### src/urxs_pkg.sv
// Package: constants and types for the receive status and character block
// =====================================================================
// Functional notes
// - Full flag when queue holds maximum characters
// - Half flag at four or fewer slots free
// - Data-ready flag while queue not empty
// - Character bits meaningful only when data ready
// - Stale flag after over 30 bit times
// - Stale clears on character read, low when empty
// - Arrival when full overwrites, sets overrun
// - Framing fault on missing stop bit
// - Break when data and stop bits zero, parity bit too when enabled
// - Break also sets framing, parity if odd
// - Parity fault when check bit mismatches
// - Parity fault reads zero when parity disabled
// - Low byte shows oldest unread character
// - Seven-bit mode forces character bit seven zero
// - Maskable interrupt per queue status condition
// - Enable, then read once before enabling interrupts
package urxs_pkg;

   // =====================================================================
   // Timing
   localparam int          CLK_HZ          = 125_000_000;
   localparam int          BAUD_DEFAULT    = 115_200;
   localparam logic [15:0] DIV_RST         = 16'(CLK_HZ / BAUD_DEFAULT);
   localparam logic [4:0]  STALE_BIT_TIMES = 5'h1e;

   // =====================================================================
   // Queue geometry
   localparam int          FIFO_DEPTH = 16;
   localparam logic [4:0]  FULL_LEVEL = 5'h10;
   localparam logic [4:0]  HALF_LEVEL = 5'h0c;

   // =====================================================================
   // Register offsets
   localparam logic [7:0]  ADDR_RX       = 8'h00;
   localparam logic [7:0]  ADDR_CTRL     = 8'h04;
   localparam logic [7:0]  ADDR_DIV      = 8'h08;
   localparam logic [7:0]  ADDR_IRQ_ST   = 8'h0c;
   localparam logic [7:0]  ADDR_IRQ_MASK = 8'h10;

   // =====================================================================
   // Field positions
   localparam int BIT_FULL  = 15;
   localparam int BIT_HALF  = 14;
   localparam int BIT_READY = 13;
   localparam int BIT_STALE = 12;
   localparam int BIT_OVR   = 11;
   localparam int BIT_FERR  = 10;
   localparam int BIT_BRK   = 9;
   localparam int BIT_PERR  = 8;
   localparam int IRQ_FULL  = 3;
   localparam int IRQ_HALF  = 2;
   localparam int IRQ_READY = 1;
   localparam int IRQ_STALE = 0;

   // =====================================================================
   // Reset values
   localparam logic [4:0]  CTRL_RST = 5'h00;
   localparam logic [3:0]  MASK_RST = 4'h0;

   // =====================================================================
   // Types
   typedef enum logic [2:0] {
      ST_IDLE   = 3'b000,
      ST_START  = 3'b001,
      ST_DATA   = 3'b010,
      ST_PARITY = 3'b011,
      ST_STOP   = 3'b100
   } urxs_state_t;

   typedef struct packed {
      logic       seven_bit;
      logic       parity_odd;
      logic       parity_en;
      logic       receiver_enable_bit;
      logic       port_enable_bit;
   } urxs_ctrl_t;

   typedef struct packed {
      logic       rx_overwrite_flag;
      logic       ferr;
      logic       brk;
      logic       perr;
      logic [7:0] data;
   } urxs_entry_t;

   typedef struct packed {
      logic        psel;
      logic        penable;
      logic        pwrite;
      logic [7:0]  paddr;
      logic [31:0] pwdata;
   } urxs_apb_req_t;

   typedef struct packed {
      logic [31:0] prdata;
      logic        pready;
      logic        pslverr;
   } urxs_apb_rsp_t;

endpackage : urxs_pkg

### src/urxs_rx_status_char.sv
// Serial receiver with character queue, status register and APB slave
//
// The APB slave port and the placing of the registers were chosen for this implementation.
`timescale 1ns/100ps
module urxs_rx_status_char
   import urxs_pkg::*;
(
   // Clock and reset
   input  wire logic          clk_sys,
   input  wire logic          nrst,
   // Register bus
   input  wire urxs_apb_req_t apb_req,
   output urxs_apb_rsp_t      apb_rsp,
   // Serial line and interrupt
   input  wire logic          rx_pin,
   output logic               irq
);

   // =====================================================================
   // State
   typedef struct packed {
      logic [2:0]                    sync;
      logic                          line;
      logic                          armed;
      urxs_state_t                   state;
      logic [15:0]                   baud_cnt;
      logic [2:0]                    bit_idx;
      logic [7:0]                    shreg;
      logic                          par_bit;
      urxs_entry_t [FIFO_DEPTH-1:0]  mem;
      logic [3:0]                    wr_ptr;
      logic [3:0]                    rd_ptr;
      logic [4:0]                    count;
      logic [15:0]                   age_div;
      logic [4:0]                    age_cnt;
      urxs_ctrl_t                    ctrl;
      logic [15:0]                   div;
      logic [3:0]                    irq_st;
      logic [3:0]                    irq_mask;
      logic [31:0]                   prdata;
   } urxs_regs_t;

   urxs_regs_t  st_r;
   urxs_regs_t  st_nxt;

   logic        setup;
   logic        access;
   logic        mapped;
   logic        rx_on;
   logic        rx_done;
   logic        pop;
   logic        full;
   logic        half;
   logic        ready;
   logic        stale;
   logic        data_par;
   logic [7:0]  rx_data;
   urxs_entry_t rx_ent;
   urxs_entry_t head;
   logic [3:0]  cond;
   logic [31:0] rd_word;

   // =====================================================================
   // Bus decode
   assign setup  = apb_req.psel & ~apb_req.penable;
   assign access = apb_req.psel & apb_req.penable;
   assign mapped = (apb_req.paddr == ADDR_RX) | (apb_req.paddr == ADDR_CTRL) |
                   (apb_req.paddr == ADDR_DIV) | (apb_req.paddr == ADDR_IRQ_ST) |
                   (apb_req.paddr == ADDR_IRQ_MASK);

   // Zero wait states; every access completes in its first access cycle
   assign apb_rsp = '{prdata:  st_r.prdata,
                      pready:  1'b1,
                      pslverr: access & ~mapped};

   // =====================================================================
   // Queue status
   assign full  = (st_r.count == FULL_LEVEL);
   assign half  = (st_r.count >= HALF_LEVEL);
   assign ready = (st_r.count != 5'h00);
   assign stale = ready & (st_r.age_cnt > STALE_BIT_TIMES);
   assign head  = st_r.mem[st_r.rd_ptr];
   // Pop only what the setup-cycle word reported, so no unseen character is lost
   assign pop   = access & ~apb_req.pwrite & (apb_req.paddr == ADDR_RX) & st_r.prdata[BIT_READY];
   assign cond  = {full, half, ready, stale};
   assign irq   = |(st_r.irq_st & st_r.irq_mask);

   // =====================================================================
   // Character decode at the stop-bit sample
   assign rx_on    = st_r.ctrl.port_enable_bit & st_r.ctrl.receiver_enable_bit;
   assign rx_done  = (st_r.state == ST_STOP) & (st_r.baud_cnt == 16'h0000);
   // Seven-bit characters land one place high in the shifter
   assign rx_data  = st_r.ctrl.seven_bit ? {1'b0, st_r.shreg[7:1]} : st_r.shreg;
   assign data_par = ^rx_data;

   always_comb begin
      rx_ent                   = '0;
      rx_ent.data              = rx_data;
      rx_ent.ferr              = ~st_r.line;
      rx_ent.brk               = (rx_data == 8'h00) & ~st_r.line & ~st_r.par_bit;
      rx_ent.perr              = st_r.ctrl.parity_en &
                                 (st_r.par_bit != (data_par ^ st_r.ctrl.parity_odd));
      if (rx_ent.brk) begin
         rx_ent.ferr = 1'b1;
         rx_ent.perr = rx_ent.perr | (st_r.ctrl.parity_en & st_r.ctrl.parity_odd);
      end
      rx_ent.rx_overwrite_flag = full & ~pop;
   end

   // =====================================================================
   // Read mux; character status shown only with a character present
   always_comb begin
      rd_word = 32'h0000_0000;
      case (apb_req.paddr)
         ADDR_RX: begin
            rd_word[BIT_FULL]  = full;
            rd_word[BIT_HALF]  = half;
            rd_word[BIT_READY] = ready;
            rd_word[BIT_STALE] = stale;
            if (ready) begin
               rd_word[BIT_OVR]  = head.rx_overwrite_flag;
               rd_word[BIT_FERR] = head.ferr;
               rd_word[BIT_BRK]  = head.brk;
               rd_word[BIT_PERR] = head.perr & st_r.ctrl.parity_en;
               rd_word[7:0]      = st_r.ctrl.seven_bit ? {1'b0, head.data[6:0]} : head.data;
            end
         end
         ADDR_CTRL:     rd_word[4:0]  = st_r.ctrl;
         ADDR_DIV:      rd_word[15:0] = st_r.div;
         ADDR_IRQ_ST:   rd_word[3:0]  = st_r.irq_st;
         ADDR_IRQ_MASK: rd_word[3:0]  = st_r.irq_mask;
         default:       rd_word       = 32'h0000_0000;
      endcase
   end

   // =====================================================================
   // Next state
   always_comb begin
      st_nxt      = st_r;

      // Line synchroniser; a level counts once the last two stages agree
      st_nxt.sync = {st_r.sync[1:0], rx_pin};
      if (st_r.sync[2] == st_r.sync[1]) begin
         st_nxt.line = st_r.sync[2];
      end

      // Register writes
      if (access & apb_req.pwrite) begin
         case (apb_req.paddr)
            ADDR_CTRL:     st_nxt.ctrl     = urxs_ctrl_t'(apb_req.pwdata[4:0]);
            ADDR_DIV:      st_nxt.div      = apb_req.pwdata[15:0];
            ADDR_IRQ_MASK: st_nxt.irq_mask = apb_req.pwdata[3:0];
            default:       st_nxt.div      = st_r.div;
         endcase
      end

      // Read data captured in the setup cycle, stable through access
      if (setup & ~apb_req.pwrite) begin
         st_nxt.prdata = rd_word;
      end

      // Sticky status; a condition still present wins over the clear
      if (access & apb_req.pwrite & (apb_req.paddr == ADDR_IRQ_ST)) begin
         st_nxt.irq_st = st_r.irq_st & ~apb_req.pwdata[3:0];
      end
      st_nxt.irq_st = st_nxt.irq_st | cond;

      // Receiver sequencer
      if (st_r.baud_cnt != 16'h0000) begin
         st_nxt.baud_cnt = st_r.baud_cnt - 16'h0001;
      end
      case (st_r.state)
         ST_IDLE: begin
            // A break holds the line low; wait for idle high before rearming
            if (st_r.line) begin
               st_nxt.armed = 1'b1;
            end
            if (rx_on & st_r.armed & ~st_r.line) begin
               st_nxt.state    = ST_START;
               st_nxt.baud_cnt = {1'b0, st_r.div[15:1]};
               st_nxt.armed    = 1'b0;
            end
         end
         ST_START: begin
            if (st_r.baud_cnt == 16'h0000) begin
               st_nxt.baud_cnt = st_r.div - 16'h0001;
               st_nxt.bit_idx  = 3'h0;
               st_nxt.state    = st_r.line ? ST_IDLE : ST_DATA;
            end
         end
         ST_DATA: begin
            if (st_r.baud_cnt == 16'h0000) begin
               st_nxt.baud_cnt = st_r.div - 16'h0001;
               st_nxt.shreg    = {st_r.line, st_r.shreg[7:1]};
               st_nxt.bit_idx  = st_r.bit_idx + 3'h1;
               if (st_r.bit_idx == (st_r.ctrl.seven_bit ? 3'h6 : 3'h7)) begin
                  if (st_r.ctrl.seven_bit) begin
                     st_nxt.shreg = {st_r.line, st_r.shreg[7:1]};
                  end
                  st_nxt.par_bit = 1'b0;
                  st_nxt.state   = st_r.ctrl.parity_en ? ST_PARITY : ST_STOP;
               end
            end
         end
         ST_PARITY: begin
            if (st_r.baud_cnt == 16'h0000) begin
               st_nxt.baud_cnt = st_r.div - 16'h0001;
               st_nxt.par_bit  = st_r.line;
               st_nxt.state    = ST_STOP;
            end
         end
         ST_STOP: begin
            if (st_r.baud_cnt == 16'h0000) begin
               st_nxt.state = ST_IDLE;
            end
         end
         default: st_nxt.state = ST_IDLE;
      endcase

      // Queue update; when full the newest entry is overwritten in place
      if (rx_done & full & ~pop) begin
         st_nxt.mem[st_r.wr_ptr - 4'h1] = rx_ent;
      end else if (rx_done) begin
         st_nxt.mem[st_r.wr_ptr] = rx_ent;
         st_nxt.wr_ptr           = st_r.wr_ptr + 4'h1;
      end
      if (pop) begin
         st_nxt.rd_ptr = st_r.rd_ptr + 4'h1;
      end
      if (rx_done & ~full & ~pop) begin
         st_nxt.count = st_r.count + 5'h01;
      end else if (pop & ~rx_done) begin
         st_nxt.count = st_r.count - 5'h01;
      end

      // Age of unread data, counted in bit times, saturating
      if (~ready | pop) begin
         st_nxt.age_div = st_r.div;
         st_nxt.age_cnt = 5'h00;
      end else if (st_r.age_div <= 16'h0001) begin
         st_nxt.age_div = st_r.div;
         if (st_r.age_cnt != 5'h1f) begin
            st_nxt.age_cnt = st_r.age_cnt + 5'h01;
         end
      end else begin
         st_nxt.age_div = st_r.age_div - 16'h0001;
      end
   end

   // =====================================================================
   // Registers
   always_ff @(posedge clk_sys or negedge nrst) begin
      if (!nrst) begin
         st_r          <= '0;
         st_r.sync     <= 3'h7;
         st_r.line     <= 1'b1;
         st_r.state    <= ST_IDLE;
         st_r.ctrl     <= urxs_ctrl_t'(CTRL_RST);
         st_r.div      <= DIV_RST;
         st_r.age_div  <= DIV_RST;
         st_r.irq_mask <= MASK_RST;
      end else begin
         st_r <= st_nxt;
      end
   end

   // =====================================================================
   // Assertions
   property p_full_read;
      @(posedge clk_sys) disable iff (!nrst)
      (setup & ~apb_req.pwrite & (apb_req.paddr == ADDR_RX)) |=>
         (apb_rsp.prdata[BIT_FULL] == $past(st_r.count == FULL_LEVEL));
   endproperty
   a_full_read: assert property (p_full_read) else $error("full flag wrong");

   property p_half_read;
      @(posedge clk_sys) disable iff (!nrst)
      (setup & ~apb_req.pwrite & (apb_req.paddr == ADDR_RX)) |=>
         (apb_rsp.prdata[BIT_HALF] == ($past(st_r.count) >= HALF_LEVEL));
   endproperty
   a_half_read: assert property (p_half_read) else $error("half flag wrong");

   property p_ready_irq;
      @(posedge clk_sys) disable iff (!nrst)
      (st_r.count != 5'h00) |=> st_r.irq_st[IRQ_READY];
   endproperty
   a_ready_irq: assert property (p_ready_irq) else $error("ready event lost");

   property p_stale_set;
      @(posedge clk_sys) disable iff (!nrst)
      (ready & ~pop & (st_r.age_cnt == STALE_BIT_TIMES) & (st_r.age_div <= 16'h0001)) |=> stale;
   endproperty
   a_stale_set: assert property (p_stale_set) else $error("stale flag late");

   property p_stale_clear;
      @(posedge clk_sys) disable iff (!nrst)
      pop |=> (~stale [*8]);
   endproperty
   a_stale_clear: assert property (p_stale_clear) else $error("stale not cleared");

   property p_overrun;
      @(posedge clk_sys) disable iff (!nrst)
      (rx_done & full & ~pop) |=>
         ((st_r.count == FULL_LEVEL) && st_r.mem[st_r.wr_ptr - 4'h1].rx_overwrite_flag);
   endproperty
   a_overrun: assert property (p_overrun) else $error("overrun not marked");

   property p_break_frame;
      @(posedge clk_sys) disable iff (!nrst)
      (rx_done & ~full & (rx_data == 8'h00) & ~st_r.line & ~st_r.par_bit) |=>
         (st_r.mem[$past(st_r.wr_ptr)].ferr &
          (st_r.mem[$past(st_r.wr_ptr)].perr | ~$past(st_r.ctrl.parity_odd) | ~$past(st_r.ctrl.parity_en)));
   endproperty
   a_break_frame: assert property (p_break_frame) else $error("break without fault");

   property p_parity_off;
      @(posedge clk_sys) disable iff (!nrst)
      (setup & ~apb_req.pwrite & (apb_req.paddr == ADDR_RX) & ~st_r.ctrl.parity_en) |=>
         ~apb_rsp.prdata[BIT_PERR];
   endproperty
   a_parity_off: assert property (p_parity_off) else $error("parity flag while off");

   property p_seven_bit;
      @(posedge clk_sys) disable iff (!nrst)
      (setup & ~apb_req.pwrite & (apb_req.paddr == ADDR_RX) & st_r.ctrl.seven_bit) |=>
         ~apb_rsp.prdata[7];
   endproperty
   a_seven_bit: assert property (p_seven_bit) else $error("bit seven not forced");

   property p_pop_count;
      @(posedge clk_sys) disable iff (!nrst)
      (pop & ~rx_done) |=> (st_r.count == $past(st_r.count) - 5'h01);
   endproperty
   a_pop_count: assert property (p_pop_count) else $error("read did not pop");

   property p_ready_read;
      @(posedge clk_sys) disable iff (!nrst)
      (setup & ~apb_req.pwrite & (apb_req.paddr == ADDR_RX)) |=>
         (apb_rsp.prdata[BIT_READY] == ($past(st_r.count) != 5'h00));
   endproperty
   a_ready_read: assert property (p_ready_read) else $error("ready flag wrong");

   property p_empty_read;
      @(posedge clk_sys) disable iff (!nrst)
      (setup & ~apb_req.pwrite & (apb_req.paddr == ADDR_RX) & (st_r.count == 5'h00)) |=>
         (apb_rsp.prdata[11:0] == 12'h000);
   endproperty
   a_empty_read: assert property (p_empty_read) else $error("character bits shown while empty");

   property p_head_read;
      @(posedge clk_sys) disable iff (!nrst)
      (setup & ~apb_req.pwrite & (apb_req.paddr == ADDR_RX) & ready & ~st_r.ctrl.seven_bit) |=>
         (apb_rsp.prdata[7:0] == st_r.mem[st_r.rd_ptr].data);
   endproperty
   a_head_read: assert property (p_head_read) else $error("head character wrong");

   property p_frame_push;
      @(posedge clk_sys) disable iff (!nrst)
      (rx_done & ~full) |=> (st_r.mem[$past(st_r.wr_ptr)].ferr == !$past(st_r.line));
   endproperty
   a_frame_push: assert property (p_frame_push) else $error("framing flag not stored");

   property p_break_push;
      @(posedge clk_sys) disable iff (!nrst)
      (rx_done & ~full) |=>
         (st_r.mem[$past(st_r.wr_ptr)].brk ==
          (($past(rx_data) == 8'h00) & !$past(st_r.line) & !$past(st_r.par_bit)));
   endproperty
   a_break_push: assert property (p_break_push) else $error("break mark not stored");

   property p_full_irq;
      @(posedge clk_sys) disable iff (!nrst)
      full |=> (st_r.irq_st[IRQ_FULL] & st_r.irq_st[IRQ_HALF]);
   endproperty
   a_full_irq: assert property (p_full_irq) else $error("full event lost");

   property p_age_empty;
      @(posedge clk_sys) disable iff (!nrst)
      ~ready |=> (st_r.age_cnt == 5'h00);
   endproperty
   a_age_empty: assert property (p_age_empty) else $error("age kept while empty");

endmodule : urxs_rx_status_char

### config.mk
export PLATFORM = sky130hd
export DESIGN_NAME = urxs_rx_status_char
export DESIGN_NICKNAME = d
export VERILOG_FILES = /design/src/urxs_pkg.sv /design/src/urxs_rx_status_char.sv
export SDC_FILE = /design/constraint.sdc
export NUM_CORES = 1
export LEC_CHECK = 0
export ABC_AREA = 1
export BUFFER_PORTS_ARGS = -buffer_cell sky130_fd_sc_hd__buf_2
export CAP_MARGIN = 30
export CORE_UTILIZATION = 56
export CTS_CLUSTER_SIZE = 24
export DETAILED_ROUTE_END_ITERATION = 6
export PLACE_DENSITY_LB_ADDON = 0.3
export REMOVE_ABC_BUFFERS = 1
export SYNTH_ARGS = -nofsm -noshare
export SYNTH_HDL_FRONTEND = slang
export SYNTH_SLANG_ARGS = --single-unit
### constraint.sdc
create_clock -name clk_sys -period 2.74 [get_ports clk_sys]
set_input_delay 0.548 -clock clk_sys [delete_from_list [all_inputs] [get_ports clk_sys]]
set_output_delay 0.548 -clock clk_sys [all_outputs]
set_load 0.005 [all_outputs]
==> summary.md, run 1 <==
| Metric | Value |
|---|---|
| Simple-gate portion of the synthesized area | 34.3% |
| # IOs | 81 |
| Fillcell total | 2631 |
| Final hold vios | 0 |
| Count of final max-slew check failures | 0 |
| Setup-failing EPs final | 0 |
| Synth Area in Compound Gates | 7.84% |
| Post-synth EDFFs | 0 |
| Worst Path Max Fanout | 4 |
| Syn_area_per_cell | 7.35 um^2 |
| Final period util | 92.4% |
| Mapped Cells | 2330 |
| Worst-Skew Late Latency | 520 ps |
| Synth Area in XOR/XNOR | 2.25% |
| Flops & latches, synth | 307 |
| Pint | 8.50 mW |
| Fin nets | 2430 |
| Flop pwr share | 42.8% |
| Pwr Total | 11.6 mW |
| Syn Std Cell Area | 17100 um^2 |
| Initial antenna violation count | 0 |
| Pin count of the biggest net entering global routing | 87 |
| Most area-hungry cell type in the Yosys netlist | dfrtp_1 |
| Chip width | 177 um |
| Met2 WL | 22200 um |
| Ys flop type | dfrtp_1 |
| HP Class | primary input to register |
| First-pass GRT wire length | 80000 um |
| Critical Path RT | 3140 ps |
| Clock skew | 24.9 ps |
| Initial Util | 57.3% |
| Postcts setup bufs | 0 |
| Final Critical Period | 2530 ps |
| Post-Synth Adder-Cell Area | 1.86% |
| Max VDD drop | 0.484 mV |
| DRT Pass-1 Iters | 6 |
| Worst-Margin Slew | 798 ps |
| Outcome | finished clean |
| Crit path kind | register to register |
| DRC viols | 0 |
| Synth async-reset ratio | 100% |
| Root buffer cell | clkbuf_16 |
| DRT met1 WL | 21500 um |
| Top Metal Used | met4 |
| Routed vias/inst | 5.76 |
| GP Congestion | 0.967 |
| Combinational cell fraction of total power | 12.8% |
| Register area share after synthesis | 45.0% |
| First DRT Iteration DRCs | 1658 |
| Slew headroom | 46.8% |
| Power per cell area | 605 nW/um^2 |
| Switch share | 26.5% |
| Die Span Y | 177 um |
| Post-synthesis cell type count | 46 |
| Final WL | 49900 um |
| Clock-pin slew on the worst setup and hold paths | 60 ps |
| Num CTS Buffers | 36 |
| Post-DRT Antenna Nets | 0 |
| Max cap viols | 0 |
| Grt total ovfl | 0 |
| DP Wirelength | 34200 um |
| Count leader, synth | nand2_1 |
| N_diodes | 0 |
| Port Buffers | 47 |
| CTS Buffer Depth | 3 |
| Max Fclk | 0.395 GHz |
| Yosys top cell area share | 42.5% |
| Die area | 31300 um^2 |
| Clock power share | 44.4% |
| Post-synth top cells | 775 x nand2_1, 341 x nand3_1, 291 x dfrtp_1 |
| WL/cell | 18.0 um |
| CTS H-tree depth | 2 |
| Via Count | 15996 |
| Mux contribution to synthesized area | 0.0658% |
| CTS tree | done |
| Leak pwr | 10.1 nW |
| Worst setup SP type | register |
| Core area | 29900 um^2 |
| Tot GR Track Use | 32.6% |
| Main combinational cell family by area after synthesis | simple AND/OR/NAND/NOR gates |
| CP Data Arrival Time | 2930 ps |
| Row cnt | 63 |
| Area growth from synthesis to layout | 11.6% |
| Yosys warns | 0 |
| Share of layout cells above drive strength 1 | 10.6% |
| Synth top area cells | dfrtp_1 43%, nand2_1 17%, nand3_1 10% |
| Crit. End Element | register |
| # clock sinks | 307 |
| Vias in the first global route | 15131 |
| Routed wl met3 | 4560 um |
| Net switching power figure | 3.06 mW |
| Final hold slack | 142 ps |
==> power groups by stage <==
stage / clock network [mW] / logic, mW / registers, mW
2_1_floorplan: 0 / 0.835 / 5.01
3_3_place_gp: 0 / 1.42 / 5.02
3_5_place_dp: 0 / 1.44 / 5.03
4_1_cts: 5.17 / 1.45 / 4.95
5_1_grt: 5.36 / 1.67 / 4.98
6_report: 5.13 / 1.47 / 4.95
==> placed cells by master, fill, tap and decap left out, types with 34 or more instances in the layout <==
| cell type | count |
|---|---|
| a21oi_1 | 73 |
| buf_2 | 46 |
| buf_4 | 74 |
| clkbuf_16 | 37 |
| dfrtp_1 | 290 |
| inv_1 | 168 |
| nand2_1 | 775 |
| nand3_1 | 339 |
| nor2_1 | 190 |
| o21ai_0 | 129 |
| xor2_1 | 34 |
==> through the flow <==
stage          worst slack, ps  utilization [%]  TNS [ps]  std cells  cell area (um^2)
2_1_floorplan            -1580                -    -16410       2192             16300
3_3_place_gp              97.3             59.6         0       2711             17800
3_5_place_dp              55.5             59.6         0       2711             17800
4_1_cts                   9.07             63.9         0       2776             19100
5_1_grt                  -27.5             64.0     -27.5       2776             19100
6_report                   209             64.0         0       2776             19100
==> worst max-delay path: stages, from the launching register on <==
cell,delay (ps)
dfrtp_1,410
nor2_1,170
nand2_1,100
nor2_2,160
nand3_2,160
nor2_4,160
nand3_2,150
fa_1,430
a21oi_1,150
nor2_1,50
nor2_1,110
nand3_1,120
nand2_1,90
nand2_1,50
nand2_1,60
inv_1,40
==> cells by family (layout without fill, tap and decap cells) <==
family          after synthesis  count (layout)
buf+inv                     328             369
xor+xnor                     44              44
simple gates               1378            1378
flops                       307             307
fa+ha+maj                    25              25
mux                           1               1
other cells                   2              17
compound gates              245             245
==> cell type report <==
cell class	instances	area [um^2]	share of cell area (%)
clock buffer	50	1060	5.57
timing repair buffer	130	971	5.08
clock inverter	14	211	1.11
inverter	175	658	3.44
multi-input combinational	1710	8010	41.9
sequential	307	7710	40.3
tap	390	488	2.55
==> path summary, 6_finish.rpt <==
kind | cells after the start | slack, ps | startpoint | end
max in group asynchronous | 3 | 1420 | nrst | st_r[322]
min in group asynchronous | 2 | 550 | nrst | st_r[261]
hold / removal | 1 | 140 | rx_pin | st_nxt[321]
setup reg to reg | 15 | 210 | st_r[305] | st_r[86]
setup / recovery | 15 | 210 | st_r[305] | st_r[86]
hold reg to reg | 0 | 360 | st_nxt[321] | st_nxt[322]
==> per-layer routing <==
| metal | up-vias | GRT usage (%) |
|---|---|---|
| met5 | - | 0 |
| met4 | 0 | 12.5 |
| met1 | 7653 | 47.8 |
| li1 | 7471 | - |
| met2 | 763 | 48.6 |
| met3 | 109 | 4.85 |
==> state kept, by name, summed over array words and instances, names as in the netlist <==
name and count:
st_r 289, apb_rsp 16, st_nxt 2
==> what timing repair did <==
item | 4_1_cts | 5_1_grt
hold buffers | 1 | 0
gates resized for setup | 0 | 5
endpoints found under the hold margin | 27 | 0
endpoints found under the setup margin | 0 | 2
No activity file was read; power rests on OpenSTA's default activity.
==> run 2, diff against run 1 <==
--- a/config.mk
+++ b/config.mk
@@ -8,7 +8,7 @@
 export ABC_AREA = 1
 export BUFFER_PORTS_ARGS = -buffer_cell sky130_fd_sc_hd__buf_2
 export CAP_MARGIN = 30
-export CORE_UTILIZATION = 56
+export CORE_UTILIZATION = 25
 export CTS_CLUSTER_SIZE = 24
 export DETAILED_ROUTE_END_ITERATION = 6
 export PLACE_DENSITY_LB_ADDON = 0.3
==> run 2 against run 1 <==
The run now ends with design-rule violations left. Worst hold slack worse by 23 ps. Cell count is 18% higher. Register-to-register slack hardly changed. Via count is 5.3% lower. Clock skew is 1.6 ps higher. Critical path depth is 1 lower. Non-clock buffer count is 17 higher. Maximum frequency is 0.51% higher. Critical path type unchanged. Highest routed layer unchanged.
==> summary.md, run 2 (synthesized netlist as in run 1, its figures left out) <==
| Metric | Value |
|---|---|
| DP Wirelength | 38500 um |
| CP Data Arrival Time | 3000 ps |
| Flop pwr share | 43.1% |
| Commonest non-fill, non-tap cell in the layout | nand2_1 |
| CTS H-tree depth | 2 |
| Post-DRT Antenna Nets | 0 |
| WHS Path Cells | 1 |
| Via Count | 15144 |
| Max VDD drop | 0.374 mV |
| Worst Path Max Fanout | 13 |
| Grt total ovfl | 0 |
| Worst setup SP type | register |
| WL/cell | 16.9 um |
| First-pass GRT wire length | 87900 um |
| Fillcell total | 7348 |
| Vias in the first global route | 14773 |
| Max cap viols | 0 |
| CP cell instances | inv_1, ha_1, nand2_2, buf_4, nor2_4, nand3_4, nor2_4, nand2_2, nor2_4, buf_4, nand2_4, nand2_2, nand2_1, nand2_1 |
| Final WL | 55600 um |
| Final hold vios | 0 |
| Reg2reg path depth | 14 |
| Clock skew | 26.5 ps |
| GP Congestion | 0.869 |
| Crit path max-delay family | simple AND/OR/NAND/NOR gates |
| Pin count of the biggest net entering global routing | 66 |
| Outcome | finished, violations left |
| Core area | 67500 um^2 |
| Switch share | 28.1% |
| Worst-Margin Slew | 915 ps |
| Final period util | 91.9% |
| Num CTS Buffers | 38 |
| Port Buffers | 47 |
| N_diodes | 0 |
| Worst-Skew Late Latency | 570 ps |
| Slew headroom | 38.9% |
| Postcts setup bufs | 0 |
| # IOs | 81 |
| Clock power share | 43.8% |
| Clock-pin slew on the worst setup and hold paths | 70 ps |
| Failing checks | design-rule violations |
| Crit path kind | register to register |
| Final Critical Period | 2520 ps |
| Area of the multi-input gates | 8000 um^2 |
| Most frequent cells in the layout | 775 x nand2_1, 340 x nand3_1, 289 x dfrtp_1 |
| HP Class | primary input to register |
| Chip width | 264 um |
| Setup slack after layout | 222 ps |
| Count of final max-slew check failures | 0 |
| Row cnt | 95 |
| CP bufs+invs | 3 |
| Share of layout cells above drive strength 1 | 11.1% |
| Initial antenna violation count | 1 |
| Inst Count DP | 3211 |
| Root buffer cell | clkbuf_16 |
| Fin cells | 3281 |
| CTS Buffer Depth | 3 |
| Critical path depth | 14 |
| Fin nets | 2449 |
| Routed vias/inst | 4.62 |
| Crit path largest cell delay | 380 ps |
| # clock sinks | 307 |
| Power per cell area | 581 nW/um^2 |
| CTS tree | done |
| Setup-failing EPs final | 0 |
| Leak pwr | 10.1 nW |
| Critical Path RT | 3230 ps |
| Max Fclk | 0.397 GHz |
| Pwr Total | 11.5 mW |
| Net switching power figure | 3.23 mW |
| Combinational cell fraction of total power | 13.1% |
| Top reg by flops | st_r |
| Area occupied by registers | 7710 um^2 |
| Die Span Y | 264 um |
| Final hold slack | 118 ps |
| Pre-CTS setup slack | 86.4 ps |
| Pint | 8.27 mW |
| Tot GR Track Use | 16.1% |
| First DRT Iteration DRCs | 1183 |
| Initial Util | 25.4% |
| Area growth from synthesis to layout | 15.6% |
| DRT Pass-1 Iters | 7 |
| CP max-delay cell | dfrtp_1 |
| Crit. End Element | register |
| Largest register FFs | 289 |
| Die area | 69600 um^2 |
| RSZ-0062 raised after global routing | false |
| DRC viols | 4 |
[run 2: cell count changes in the layout (fill, tap and decap cells not counted), moves of 2 or more]
cell	change
bufinv_16	-3
clkbuf_8	-3
clkbuf_1	+8
inv_6	+2
buf_4	+16
[run 2: path summary, 6_finish.rpt]
path                                  start          end  slack [ps]
worst min register to register  st_nxt[321]  st_nxt[322]         360
max in group asynchronous              nrst  st_nxt[322]        1380
worst min-delay path                 rx_pin  st_nxt[321]         120
min in group asynchronous              nrst    st_r[285]         540
worst max-delay path              st_r[299]    st_r[182]         220
worst max register to register    st_r[299]    st_r[182]         220
[run 2: metal layers]
layer  up-vias  track usage [%]  share of wire [%]
met5         -                0                  0
met4         0             4.17                2.0
met3        56             2.30                4.5
met2       376             25.2                 45
met1      7208             23.1                 48
li1       7504                -                  -
[run 2: power groups by stage]
| stage | sequential (mW) | clock, mW | combinational, mW |
|---|---|---|---|
| after floorplan | 5.01 | 0 | 0.835 |
| after global placement | 5.03 | 0 | 1.51 |
| after detailed placement | 5.04 | 0 | 1.50 |
| after CTS | 4.96 | 5.16 | 1.51 |
| after global routing | 4.99 | 5.33 | 1.71 |
| final | 4.96 | 5.03 | 1.51 |
[run 2: layout make-up]
| class | instances | share of cell area (%) |
|---|---|---|
| clock buffer | 56 | 5.45 |
| timing repair buffer | 147 | 5.61 |
| inverter | 175 | 3.33 |
| tap | 873 | 5.52 |
| clock inverter | 13 | 0.714 |
| sequential | 307 | 38.9 |
| multi-input combinational | 1710 | 40.4 |
[run 2: what timing repair did]
item,4_1_cts,5_1_grt
hold buffers,1,0
gates resized for setup,0,3
setup endpoints to repair,0,2
hold endpoints to repair,58,0
[run 2: worst register-to-register path: stages, from the launching register on]
cell and delay, ps:
dfrtp_1 380, inv_1 80, ha_1 180, nand2_2 70, buf_4 150, nor2_4 130
nand3_4 90, nor2_4 200, nand2_2 90, nor2_4 270, buf_4 260, nand2_4 140
nand2_2 220, nand2_1 70, nand2_1 100
[run 2: metrics by stage]
step           setup TNS, ps  area [um^2]  utilization (%)
4_1_cts                    0        19800             29.3
3_5_place_dp               0        18500             27.5
6_report                   0        19800             29.3
2_1_floorplan         -16410        16300                -
3_3_place_gp               0        18500             27.5
5_1_grt                    0        19800             29.3
